## src/tls_seq_regs.vh

```
// Purpose: constants for the mode sequencer
// Assumes: 50 MHz system clock
// Notes: register offsets are index values, byte address is index times four
`ifndef TLS_SEQ_REGS_VH
`define TLS_SEQ_REGS_VH
`define TLS_REG_CTRL 4'h0
`define TLS_REG_CFG 4'h1
`define TLS_REG_TMR 4'h2
`define TLS_REG_STAT 4'h3
`define TLS_CTRL_LAUNCH 0
`define TLS_CTRL_STOP 1
`define TLS_CFG_IDLE_PWR 0
`define TLS_CFG_START_LSB 1
`define TLS_CFG_LOWPWR 3
`define TLS_CFG_IDLE_EXIT 4
`define TLS_CFG_TX_EXIT 5
`define TLS_CFG_RX_LSB 6
`define TLS_CFG_TO_LSB 9
`define TLS_CFG_PKT_LSB 11
`define TLS_CFG_CRC_ON 14
`define TLS_CFG_AUTOFLUSH 15
`define TLS_CFG_RESET 16'h0000
`define TLS_TMR_RESET 20'h00000
`define TLS_CLK_MHZ 50
`define TLS_STEP_US 64
`define TLS_STEP_CYC (`TLS_STEP_US * `TLS_CLK_MHZ)
`define TLS_MODE_SLEEP 3'h0
`define TLS_MODE_STDBY 3'h1
`define TLS_MODE_SYNTH 3'h2
`define TLS_MODE_TX 3'h3
`define TLS_MODE_RX 3'h5
`endif

```

## src/tls_timer.v

```verilog
// Purpose: one sequencer interval timer
// Assumes: tick is a one-cycle 64 us enable pulse
// Notes: step code 00 disables, 01 1 tick, 10 64 ticks, 11 4096 ticks
`timescale 1ns/1ps
module tls_timer
#(
    parameter MW = 8
)
(
    input wire clk,
    input wire srst,
    input wire tick,
    input wire start,
    input wire [1:0] step,
    input wire [MW-1:0] mult,
    output reg expire
);
    reg [11:0] sub_q;
    reg [MW-1:0] cnt_q;
    reg run_q;
    wire [11:0] sub_max;

    // step length in ticks: 64 us, 4.1 ms, 262 ms
    assign sub_max = (step == 2'h1) ? 12'h000 :
                     (step == 2'h2) ? 12'h03f : 12'hfff;

    always @(posedge clk)
    begin
        if (srst)
        begin
            sub_q <= 12'h000;
            cnt_q <= {MW{1'b0}};
            run_q <= 1'b0;
            expire <= 1'b0;
        end
        else
        begin
            expire <= 1'b0;
            if (start)
            begin
                // disabled timer or zero multiplier never fires
                run_q <= (step != 2'h0) && (mult != {MW{1'b0}});
                sub_q <= 12'h000;
                cnt_q <= {MW{1'b0}};
            end
            else if (run_q && tick)
            begin
                if (sub_q == sub_max)
                begin
                    sub_q <= 12'h000;
                    if (cnt_q == mult - 1'b1)
                    begin
                        run_q <= 1'b0;
                        expire <= 1'b1;
                    end
                    else
                        cnt_q <= cnt_q + 1'b1;
                end
                else
                    sub_q <= sub_q + 1'b1;
            end
        end
    end
endmodule // tls_timer

```

## src/tls_seq.v

```verilog
// Purpose: top level mode sequencer for the transceiver
// Assumes: radio events are one-cycle pulses on REF_CLK
// Notes: registers at index 0..3, byte address index times four
`timescale 1ns/1ps
`include "tls_seq_regs.vh"
module tls_seq
#(
    parameter MW = 8
)
(
    input wire REF_CLK,
    input wire SRST,
    input wire [5:0] ADDR,
    input wire [31:0] WDATA,
    input wire WR,
    input wire RD,
    output reg [31:0] RDATA,
    input wire TX_COMPLETE_IRQ,
    input wire RX_PAYLOAD_AVAIL_IRQ,
    input wire CRC_GOOD_IRQ,
    input wire LEVEL_IRQ,
    input wire SYNC_MATCH_IRQ,
    input wire PREAMBLE_FOUND_IRQ,
    input wire LEVEL_WAIT_TIMEOUT,
    input wire PREAMBLE_WAIT_TIMEOUT,
    input wire SYNC_WAIT_TIMEOUT,
    input wire FIFO_LEVEL_IRQ,
    input wire FIFO_DRAINED_IRQ,
    input wire FREQ_CHANGED,
    output reg [2:0] CHIP_MODE,
    output reg RECEIVER_RELAUNCH,
    output reg [2:0] SEQ_STATE
);
    localparam ST_OFF = 3'h0;
    localparam ST_IDLE = 3'h1;
    localparam ST_TX = 3'h2;
    localparam ST_RX = 3'h3;
    localparam ST_PKT = 3'h4;
    localparam ST_LOWPWR = 3'h5;
    localparam ST_TXWAIT = 3'h6;
    localparam ST_SYNTH = 3'h7;
    localparam STEP_CYC = `TLS_STEP_CYC;

    reg [15:0] cfg_q;
    reg [19:0] tmr_q;
    reg [2:0] state_q;
    reg [2:0] state_d;
    reg init_sleep_q;
    reg [11:0] pre_q;
    reg tick_q;
    reg relaunch_d;
    reg [2:0] mode_d;

    wire [3:0] widx;
    wire is_ctrl_wr;
    wire launch;
    wire stop;
    wire idle_pwr;
    wire [1:0] start_sel;
    wire low_power_choice;
    wire idle_exit;
    wire tx_exit;
    wire [2:0] rx_sel;
    wire [1:0] to_sel;
    wire [2:0] pkt_sel;
    wire crc_on;
    wire autoflush;
    wire first_timer_event;
    wire second_timer_event;
    wire receive_timeout_event;
    wire bad_crc_payload;
    wire [MW-1:0] mult_a;
    wire [MW-1:0] mult_b;

    assign widx = ADDR[5:2];
    assign is_ctrl_wr = WR && (widx == `TLS_REG_CTRL);
    assign launch = is_ctrl_wr && WDATA[`TLS_CTRL_LAUNCH];
    assign stop = is_ctrl_wr && WDATA[`TLS_CTRL_STOP];
    assign idle_pwr = cfg_q[`TLS_CFG_IDLE_PWR];
    assign start_sel = cfg_q[`TLS_CFG_START_LSB +: 2];
    assign low_power_choice = cfg_q[`TLS_CFG_LOWPWR];
    assign idle_exit = cfg_q[`TLS_CFG_IDLE_EXIT];
    assign tx_exit = cfg_q[`TLS_CFG_TX_EXIT];
    assign rx_sel = cfg_q[`TLS_CFG_RX_LSB +: 3];
    assign to_sel = cfg_q[`TLS_CFG_TO_LSB +: 2];
    assign pkt_sel = cfg_q[`TLS_CFG_PKT_LSB +: 3];
    assign crc_on = cfg_q[`TLS_CFG_CRC_ON];
    assign autoflush = cfg_q[`TLS_CFG_AUTOFLUSH];
    assign mult_a = tmr_q[2 +: MW];
    assign mult_b = tmr_q[12 +: MW];

    // payload ready with no crc good, crc checked, no auto flush
    assign bad_crc_payload = (rx_sel == 3'h3) && RX_PAYLOAD_AVAIL_IRQ &&
        !CRC_GOOD_IRQ && crc_on && !autoflush;
    assign receive_timeout_event = LEVEL_WAIT_TIMEOUT ||
        PREAMBLE_WAIT_TIMEOUT || SYNC_WAIT_TIMEOUT ||
        bad_crc_payload;

    // shared 64 us tick for both timers
    always @(posedge REF_CLK)
    begin
        if (SRST)
        begin
            pre_q <= 12'h000;
            tick_q <= 1'b0;
        end
        else if (pre_q == STEP_CYC - 1)
        begin
            pre_q <= 12'h000;
            tick_q <= 1'b1;
        end
        else
        begin
            pre_q <= pre_q + 12'h001;
            tick_q <= 1'b0;
        end
    end

    // first timer restarts on launch or second event; runs in any state
    tls_timer #(.MW(MW)) u_timer_a
    (
        .clk(REF_CLK),
        .srst(SRST || stop),
        .tick(tick_q),
        .start(launch || second_timer_event),
        .step(tmr_q[1:0]),
        .mult(mult_a),
        .expire(first_timer_event)
    );

    tls_timer #(.MW(MW)) u_timer_b
    (
        .clk(REF_CLK),
        .srst(SRST || stop || launch),
        .tick(tick_q),
        .start(first_timer_event),
        .step(tmr_q[11:10]),
        .mult(mult_b),
        .expire(second_timer_event)
    );

    // register file
    always @(posedge REF_CLK)
    begin
        if (SRST)
        begin
            cfg_q <= `TLS_CFG_RESET;
            tmr_q <= `TLS_TMR_RESET;
            RDATA <= 32'h00000000;
        end
        else
        begin
            if (WR && widx == `TLS_REG_CFG)
                cfg_q <= WDATA[15:0];
            if (WR && widx == `TLS_REG_TMR)
                tmr_q <= WDATA[19:0];
            RDATA <= 32'h00000000;
            if (RD)
            begin
                case (widx)
                    `TLS_REG_CFG: RDATA <= {16'h0000, cfg_q};
                    `TLS_REG_TMR: RDATA <= {12'h000, tmr_q};
                    `TLS_REG_STAT: RDATA <= {25'h0000000, init_sleep_q,
                        CHIP_MODE, state_q};
                    default: RDATA <= 32'h00000000;
                endcase
            end
        end
    end

    // next state, one transition per cycle
    always @*
    begin
        state_d = state_q;
        relaunch_d = 1'b0;
        case (state_q)
            ST_OFF:
                if (launch)
                begin
                    case (start_sel)
                        2'h0: state_d = ST_LOWPWR;
                        2'h1: state_d = ST_RX;
                        2'h2: state_d = ST_TX;
                        default: state_d = ST_TXWAIT;
                    endcase
                end
            ST_TXWAIT:
                if (FIFO_LEVEL_IRQ)
                    state_d = ST_TX;
            ST_IDLE:
                if (first_timer_event)
                    state_d = idle_exit ? ST_RX : ST_TX;
            ST_TX:
                if (TX_COMPLETE_IRQ)
                    state_d = tx_exit ? ST_RX : ST_LOWPWR;
            ST_RX:
                if (second_timer_event)
                    state_d = ST_LOWPWR;
                else if (receive_timeout_event)
                begin
                    case (to_sel)
                        2'h0:
                        begin
                            state_d = ST_RX;
                            relaunch_d = 1'b1;
                        end
                        2'h1: state_d = ST_TX;
                        2'h2: state_d = ST_LOWPWR;
                        default: state_d = ST_OFF;
                    endcase
                end
                else
                begin
                    case (rx_sel)
                        3'h1:
                            if (RX_PAYLOAD_AVAIL_IRQ)
                                state_d = ST_PKT;
                        3'h2:
                            if (RX_PAYLOAD_AVAIL_IRQ)
                                state_d = ST_LOWPWR;
                        3'h3:
                            if (CRC_GOOD_IRQ)
                                state_d = ST_PKT;
                        3'h4:
                            if (LEVEL_IRQ)
                                state_d = ST_OFF;
                        3'h5:
                            if (SYNC_MATCH_IRQ)
                                state_d = ST_OFF;
                        3'h6:
                            if (PREAMBLE_FOUND_IRQ)
                                state_d = ST_OFF;
                        default: state_d = ST_RX;
                    endcase
                end
            ST_PKT:
                case (pkt_sel)
                    3'h0: state_d = ST_OFF;
                    3'h1:
                        if (FIFO_DRAINED_IRQ)
                            state_d = ST_TX;
                    3'h2: state_d = ST_LOWPWR;
                    3'h3: state_d = FREQ_CHANGED ? ST_SYNTH : ST_RX;
                    3'h4: state_d = ST_RX;
                    default: state_d = ST_PKT;
                endcase
            ST_SYNTH:
                state_d = ST_RX;
            ST_LOWPWR:
                state_d = low_power_choice ? ST_IDLE : ST_OFF;
            default: state_d = ST_OFF;
        endcase
        if (stop)
        begin
            state_d = ST_OFF;
            relaunch_d = 1'b0;
        end
    end

    // chip mode seen in the next state
    always @*
    begin
        case (state_d)
            ST_IDLE: mode_d = idle_pwr ? `TLS_MODE_SLEEP
                : `TLS_MODE_STDBY;
            ST_TX: mode_d = `TLS_MODE_TX;
            ST_RX: mode_d = `TLS_MODE_RX;
            ST_PKT: mode_d = `TLS_MODE_RX;
            ST_SYNTH: mode_d = `TLS_MODE_SYNTH;
            ST_TXWAIT: mode_d = CHIP_MODE;
            // at launch the capture is not in yet, so keep the live mode
            default: mode_d = (state_q == ST_OFF) ? CHIP_MODE
                : init_sleep_q ? `TLS_MODE_SLEEP
                : `TLS_MODE_STDBY;
        endcase
    end

    always @(posedge REF_CLK)
    begin
        if (SRST)
        begin
            state_q <= ST_OFF;
            init_sleep_q <= 1'b0;
            CHIP_MODE <= `TLS_MODE_SLEEP;
            RECEIVER_RELAUNCH <= 1'b0;
            SEQ_STATE <= ST_OFF;
        end
        else
        begin
            // initial mode captured at launch
            if (state_q == ST_OFF && launch && !stop)
                init_sleep_q <= (CHIP_MODE == `TLS_MODE_SLEEP);
            state_q <= state_d;
            SEQ_STATE <= state_d;
            RECEIVER_RELAUNCH <= relaunch_d;
            if (state_q == ST_OFF && state_d == ST_OFF)
            begin
                if (WR && widx == `TLS_REG_STAT)
                    CHIP_MODE <= WDATA[0] ? `TLS_MODE_SLEEP
                        : `TLS_MODE_STDBY;
            end
            else if (state_q == ST_OFF && launch)
                CHIP_MODE <= (state_d == ST_TXWAIT) ? CHIP_MODE : mode_d;
            else
                CHIP_MODE <= mode_d;
        end
    end
endmodule // tls_seq

```

## config.mk

```make
export PLATFORM = sky130hd
export DESIGN_NAME = tls_seq
export DESIGN_NICKNAME = d
export VERILOG_FILES = /design/src/tls_timer.v /design/src/tls_seq.v
export VERILOG_INCLUDE_DIRS = /design/src
export SDC_FILE = /design/constraint.sdc
export NUM_CORES = 1
export LEC_CHECK = 0
export BUFFER_PORTS_ARGS = -buffer_cell sky130_fd_sc_hd__clkbuf_2
export CORE_MARGIN = 2
export CORE_UTILIZATION = 25
export CTS_BUF_LIST = sky130_fd_sc_hd__clkbuf_2 sky130_fd_sc_hd__clkbuf_4 sky130_fd_sc_hd__clkbuf_8
export DETAILED_ROUTE_END_ITERATION = 12
export GPL_ROUTABILITY_DRIVEN = 0
export GPL_TIMING_DRIVEN = 0
export PLACE_DENSITY_LB_ADDON = 0.15
export SETUP_SLACK_MARGIN = 0.02
export SYNTH_ARGS = -nofsm -noshare
export SYNTH_HDL_FRONTEND = slang
export SYNTH_SLANG_ARGS = --single-unit
```

## constraint.sdc

```tcl
create_clock -name REF_CLK -period 3 [get_ports REF_CLK]
set_input_delay 0.45 -clock REF_CLK [delete_from_list [all_inputs] [get_ports REF_CLK]]
set_output_delay 0.45 -clock REF_CLK [all_outputs]
set_load 0.02 [all_outputs]
```

==> flow_metrics.py, run 1 <==
metrics = {
    "global_route": {
        "antenna_found_initial": 0,
        "grt_pass1_vias": 5091,
        "track_usage_pct": 13.9,
        "grt_first_pass_wirelength_um": 28300,
        "grt_max_degree": 17,
        "gr-total-overflow": 0,
    },
    "timing": {
        "rsz0062_at_grt": "no",
        "clock.fmax_mhz": 374,
        "setup_viol": 0,
        "skew_ns": 0.0111,
        "finalCritPeriodShare_pct": 89.1,
        "worst_pin_slew_ns": 0.634,
        "finalCriticalPeriod_ns": 2.67,
        "setup_ws_ns": 0.328,
        "slew_headroom_pct": 57.8,
        "slew_viol_final": 0,
        "hold_violations": 0,
        "hold_slack_ns": 0.229,
        "setup_tns_ns": 0,
    },
    "synth": {
        "ys_types": 81,
        "synth-simple-area-share_pct": 28.3,
        "ys_seq_area_share_pct": 38.8,
        "ys_warn_count": 0,
        "synth_area_um2": 6250,
        "ys.flop_type": "dfxtp_1",
        "synthAdderAreaFrac_pct": 3.35,
        "synth-compound-area-share_pct": 12.4,
        "synthMuxAreaShare_pct": 1.70,
        "synthCells": 759,
        "ys_ff_latch": 121,
        "synth_edf_count": 0,
        "synth_xor_area_share_pct": 9.25,
        "synth_area_per_cell_um2": 8.23,
        "synth_top_family_by_area": "simple AND/OR/NAND/NOR gates",
        "ys_async_sr_fraction_pct": 0,
    },
    "final_layout": {
        "n_fill_cell": 2694,
        "ff_latch_area_um2": 2420,
        "fin_util_pct": 30.7,
        "nets": 923,
        "syn_to_final_growth_pct": 19.7,
        "diodes": 0,
        "multiInputGateArea_um2": 3480,
        "drive_gt1_share_pct": 17.2,
    },
    "placement": {
        "place_ws_ns": -0.0261,
        "io_buffers": 65,
        "hpwl_um": 13300,
    },
    "route": {
        "ant_nets": 0,
        "drtIter0Drc": 366,
        "routed_via_density": 4.50,
        "routed_wl_um": 17800,
        "drc": 0,
        "routedWlPerCell_um": 14.9,
        "vias": 5348,
        "dr.pass1.iters": 5,
    },
    "clocking": {
        "post_cts_buffers": 0,
        "clock_sinks": 121,
        "clk_latency_ns": 0.45,
        "h-tree-depth": 4,
        "cts_buffers": 17,
        "cts_root_buf": "clkbuf_8",
        "cts_tree": "done",
        "cts_repair_resize_count": 0,
        "cts.path.max_buffers": 2,
        "cts.reportedPaths.clkPinSlew_ns": 0.08,
        "hold_buffers": 0,
    },
    "die": {
        "die_h_um": 162,
        "coreArea_um2": 24400,
        "start_util_pct": 25.6,
        "die_w_um": 162,
        "ios": 93,
        "die-area_um2": 26300,
        "row_count": 57,
    },
    "power_and_ir_drop": {
        "p_leak_uw": 0.00280,
        "ir_worst_vdd_mv": 0.245,
        "powerDensity_nw_per_um2": 482,
    },
    "setup_path": {
        "worstPathArrival_ns": 3.02,
        "required_ns": 3.35,
        "critPathKind": "reg -> reg",
        "end_kind": "flop",
        "crit_fanout": 10,
        "path_cells": "buf_2 > nor4bb_1 > a211o_1 > or3_4 > a211oi_4 > o32ai_2 > or3b_1 > o221a_1",
        "crit_path_top_delay_cell": "a211oi_4",
        "reg2reg_slack_ns": 0.33,
        "start_kind": "flop",
        "cp_slowest_stage_delay_ns": 0.46,
    },
    "hold_path": {
        "hp-class": "in -> reg",
    },
    "run": {
        "maxCapViolCount": 0,
    },
    "outcome": {
        "status": "completed",
    },
}
cell usage after synthesis (9+ instances only):
cell type,number,share of area (%)
dfxtp_1,121,39
nand2_1,109,6.6
nor2_1,101,6.1
a21oi_1,49,3.9
xor2_1,39,5.5
clkbuf_1,27,1.6
xnor2_1,27,3.8
nand3_1,24,1.9
inv_1,23,1.4
a22oi_1,17,2.0
ha_1,15,3.0
nor3_1,15,1.2
buf_4,14,1.7
and3_1,12,1.2
nand4_1,12,1.2
nor4_1,12,1.2
and2_1,10,1.0
o21ai_0,9,0.72
metal layers:
metal	track usage [%]	wire length [µm]	up-vias
met5	0	0	-
met1	19.8	9090	2463
met4	4.55	267	0
li1	-	-	2761
met3	3.24	774	17
met2	20.4	7630	107
power breakdown:
| part | switching [µW] | internal [µW] |
|---|---|---|
| Combinational | 137 | 83.4 |
| Sequential | 13.7 | 1620 |
| Clock | 726 | 1020 |
| Total | 877 | 2720 |
flip-flops by register name, summed over array words and instances, names as in the netlist, 3 cells and up:
name and cells:
CHIP_MODE 3, RDATA 20, cfg_q 16, pre_q 12
state_q 3, tmr_q 20, u_timer_a.cnt_q 8, u_timer_a.sub_q 12
u_timer_b.cnt_q 8, u_timer_b.sub_q 12
worst max-delay path, delay by kind of cell, from the launching register on:
family                 cells  cell delay (ns)
flip-flops                 1             0.32
buffers and inverters      1             0.20
AND/OR/NAND/NOR            3             0.90
AO/OA/AOI/OAI              4             1.15
through the flow:
stage	total power, µW	cells	cell area [µm²]
4_1_cts	3640	1189	7480
3_5_place_dp	1890	1159	7020
5_1_grt	3750	1189	7480
3_3_place_gp	1890	1159	7020
2_1_floorplan	1800	770	6290
6_report	3600	1189	7480
final cells by class:
cell class,instances,share of cell area [%]
multi-input combinational,576,46.5
sequential,121,32.4
tap,324,5.42
timing repair buffer,65,4.35
buffer,50,4.05
clock buffer,19,3.50
clock inverter,11,2.63
inverter,23,1.15
final timing paths:
check | start | to | depth (start not counted)
setup / recovery | cfg_q[6] | CHIP_MODE[0] | 8
hold / removal | WDATA[17] | tmr_q[17] | 3
setup reg to reg | cfg_q[6] | CHIP_MODE[0] | 8
hold reg to reg | cfg_q[0] | cfg_q[0] | 2
cell usage in the layout, fill, tap and decap left out, drive strengths merged, types with 6 or more instances in the layout:
master and n:
xnor2 27, nand3 24, ha 15, nor4b 7
a22oi 17, a21oi 50, dfxtp 121, xor2 39
nand4 13, or3 8, and2 11, nand2 110
nor2 101, buf 21, a31oi 7, nor3 18
o21ai 13, nand2b 6, conb 12, nor4 13
and3 13, or2 6, inv 23, nor2b 7
clkbuf 113
cell families after synthesis:
logic type / Yosys count
simple gates: 355
mux: 10
other cells: 1
xor+xnor: 66
buf+inv: 73
compound gates: 116
fa+ha+maj: 17
flops: 121
No activity file was read; power rests on OpenSTA's default activity.
==> run 2: changes to the inputs <==
--- a/config.mk
+++ b/config.mk
@@ -9,12 +9,13 @@
 export BUFFER_PORTS_ARGS = -buffer_cell sky130_fd_sc_hd__clkbuf_2
 export CORE_MARGIN = 2
 export CORE_UTILIZATION = 25
-export CTS_BUF_LIST = sky130_fd_sc_hd__clkbuf_2 sky130_fd_sc_hd__clkbuf_4 sky130_fd_sc_hd__clkbuf_8
+export CTS_BUF_LIST = sky130_fd_sc_hd__clkbuf_16
 export DETAILED_ROUTE_END_ITERATION = 12
 export GPL_ROUTABILITY_DRIVEN = 0
 export GPL_TIMING_DRIVEN = 0
 export PLACE_DENSITY_LB_ADDON = 0.15
 export SETUP_SLACK_MARGIN = 0.02
+export SLEW_MARGIN = 10
 export SYNTH_ARGS = -nofsm -noshare
 export SYNTH_HDL_FRONTEND = slang
 export SYNTH_SLANG_ARGS = --single-unit
==> run 2 against run 1 <==
Against the previous run:
- cell area increased by 2.3%
- clock-buffer cell count down 2
- first-iteration DRC count decreased by 4.1%
- die area unchanged
- via count is 0.43% higher
- core utilization rose by 0.70 points
- critical path type unchanged
==> flow_metrics.py, run 2 (synthesis gave the netlist of run 1 again) <==
metrics = {
    "setup_path": {
        "cp_slowest_stage_delay_ns": 0.45,
        "r2r-start": "cfg_q[6]",
        "end_kind": "flop",
        "critPathBufInv": 1,
        "crit_path_top_delay_cell": "a211oi_4",
        "critPathKind": "reg -> reg",
        "worstPathArrival_ns": 2.96,
        "path_delay_family": "compound AO/OA/AOI/OAI gates",
        "path_cells": "buf_2 > nor4bb_1 > a211o_1 > or3_4 > a211oi_4 > o32ai_2 > or3b_1 > o221a_1",
        "required_ns": 3.31,
        "start_kind": "flop",
        "cp-startpoint": "cfg_q[6]",
        "crit_fanout": 10,
    },
    "hold_path": {
        "hp-class": "in -> reg",
        "hp-start": "WDATA[17]",
    },
    "clocking": {
        "post_cts_buffers": 0,
        "cts_buffers": 17,
        "cts_tree": "done",
        "cts_root_buf": "clkbuf_16",
        "hold_buffers": 0,
        "clk_latency_ns": 0.42,
        "cts_repair_resize_count": 0,
        "clock_sinks": 121,
        "cts.path.max_buffers": 2,
        "h-tree-depth": 4,
        "cts.reportedPaths.clkPinSlew_ns": 0.06,
    },
    "timing": {
        "hold_violations": 0,
        "slew_headroom_pct": 57.5,
        "skew_ns": 0.00927,
        "rsz0062_at_grt": "no",
        "finalCritPeriodShare_pct": 88.2,
        "worst_pin_slew_ns": 0.637,
        "clock.fmax_mhz": 378,
        "slew_viol_final": 0,
        "setup_tns_ns": 0,
        "setup_viol": 0,
        "hold_slack_ns": 0.264,
        "finalCriticalPeriod_ns": 2.65,
    },
    "route": {
        "vias": 5371,
        "routedWlPerCell_um": 14.9,
        "routed_wl_um": 17800,
        "drtIter0Drc": 351,
        "routed_via_density": 4.52,
        "ant_nets": 0,
        "dr.pass1.iters": 4,
        "drc": 0,
    },
    "die": {
        "ios": 93,
        "die_w_um": 162,
        "coreArea_um2": 24400,
        "start_util_pct": 25.6,
        "die_h_um": 162,
        "die-area_um2": 26300,
        "row_count": 57,
    },
    "global_route": {
        "grt_first_pass_wirelength_um": 28300,
        "antenna_found_initial": 0,
        "grt_max_degree": 17,
        "gr-total-overflow": 0,
        "track_usage_pct": 13.9,
        "grt_pass1_vias": 5115,
    },
    "outcome": {
        "status": "completed",
    },
    "run": {
        "maxCapViolCount": 0,
    },
    "placement": {
        "io_buffers": 65,
        "hpwl_um": 13300,
        "dp.cells": 1159,
    },
    "final_layout": {
        "top_regs": "RDATA: 20 flops, tmr_q: 20 flops, cfg_q: 16 flops",
        "layout_common_cells": "121 x dfxtp_1, 109 x nand2_1, 101 x nor2_1",
        "syn_to_final_growth_pct": 22.4,
        "nets": 923,
        "diodes": 0,
        "drive_gt1_share_pct": 17.0,
        "final_common_cell": "dfxtp_1",
        "instances_no_fill": 1189,
    },
    "power_and_ir_drop": {
        "p_leak_uw": 0.00288,
        "powerDensity_nw_per_um2": 536,
        "ir_worst_vdd_mv": 0.291,
    },
}
## run 2: path summary, 6_finish.rpt
path                            slack (ns)  cells past startpoint           end
worst min-delay path                  0.26                      3     tmr_q[17]
worst max-delay path                  0.35                      8  CHIP_MODE[0]
worst min register to register        0.48                      2      cfg_q[0]
worst max register to register        0.35                      8  CHIP_MODE[0]
## run 2: metal layers
layer	part of all wire (%)	wire length [µm]	up-vias	track usage, %
met5	0	0	-	0
met4	1.9	337	0	5.03
met3	4.2	747	22	2.94
met2	43	7580	109	20.3
met1	51	9100	2471	19.9
li1	-	-	2769	-
## run 2: final cells by class
cell class	instances	area (µm²)
multi-input cells	576	3480
repair buffers	65	325
clock inverters	13	204
inverters	23	86.3
clock buffers	17	425
fillers	2684	16700
well taps	324	405
plain buffers	50	303
flip-flops and latches	121	2420
## run 2: worst min-delay path, stage by stage
cell      delay (ns)
clkbuf_2        0.08
nand2_1         0.05
a21oi_1         0.05
## run 2: power breakdown
part           switching [µW]  internal [µW]  total (µW)
registers                13.8           1620        1630
logic                     137           83.4         220
clock network             786           1460        2240
total                     937           3160        4100
## run 2: through the flow
stage,worst slack (ns),total power [µW],util (%),area [µm²]
finish,0.353,4100,31.4,7650
global route,0.119,4240,31.4,7650
CTS,0.377,4140,31.4,7650
detailed placement,-0.0261,1890,28.8,7020
global placement,-0.0413,1890,28.8,7020
floorplan,0.589,1800,-,6290
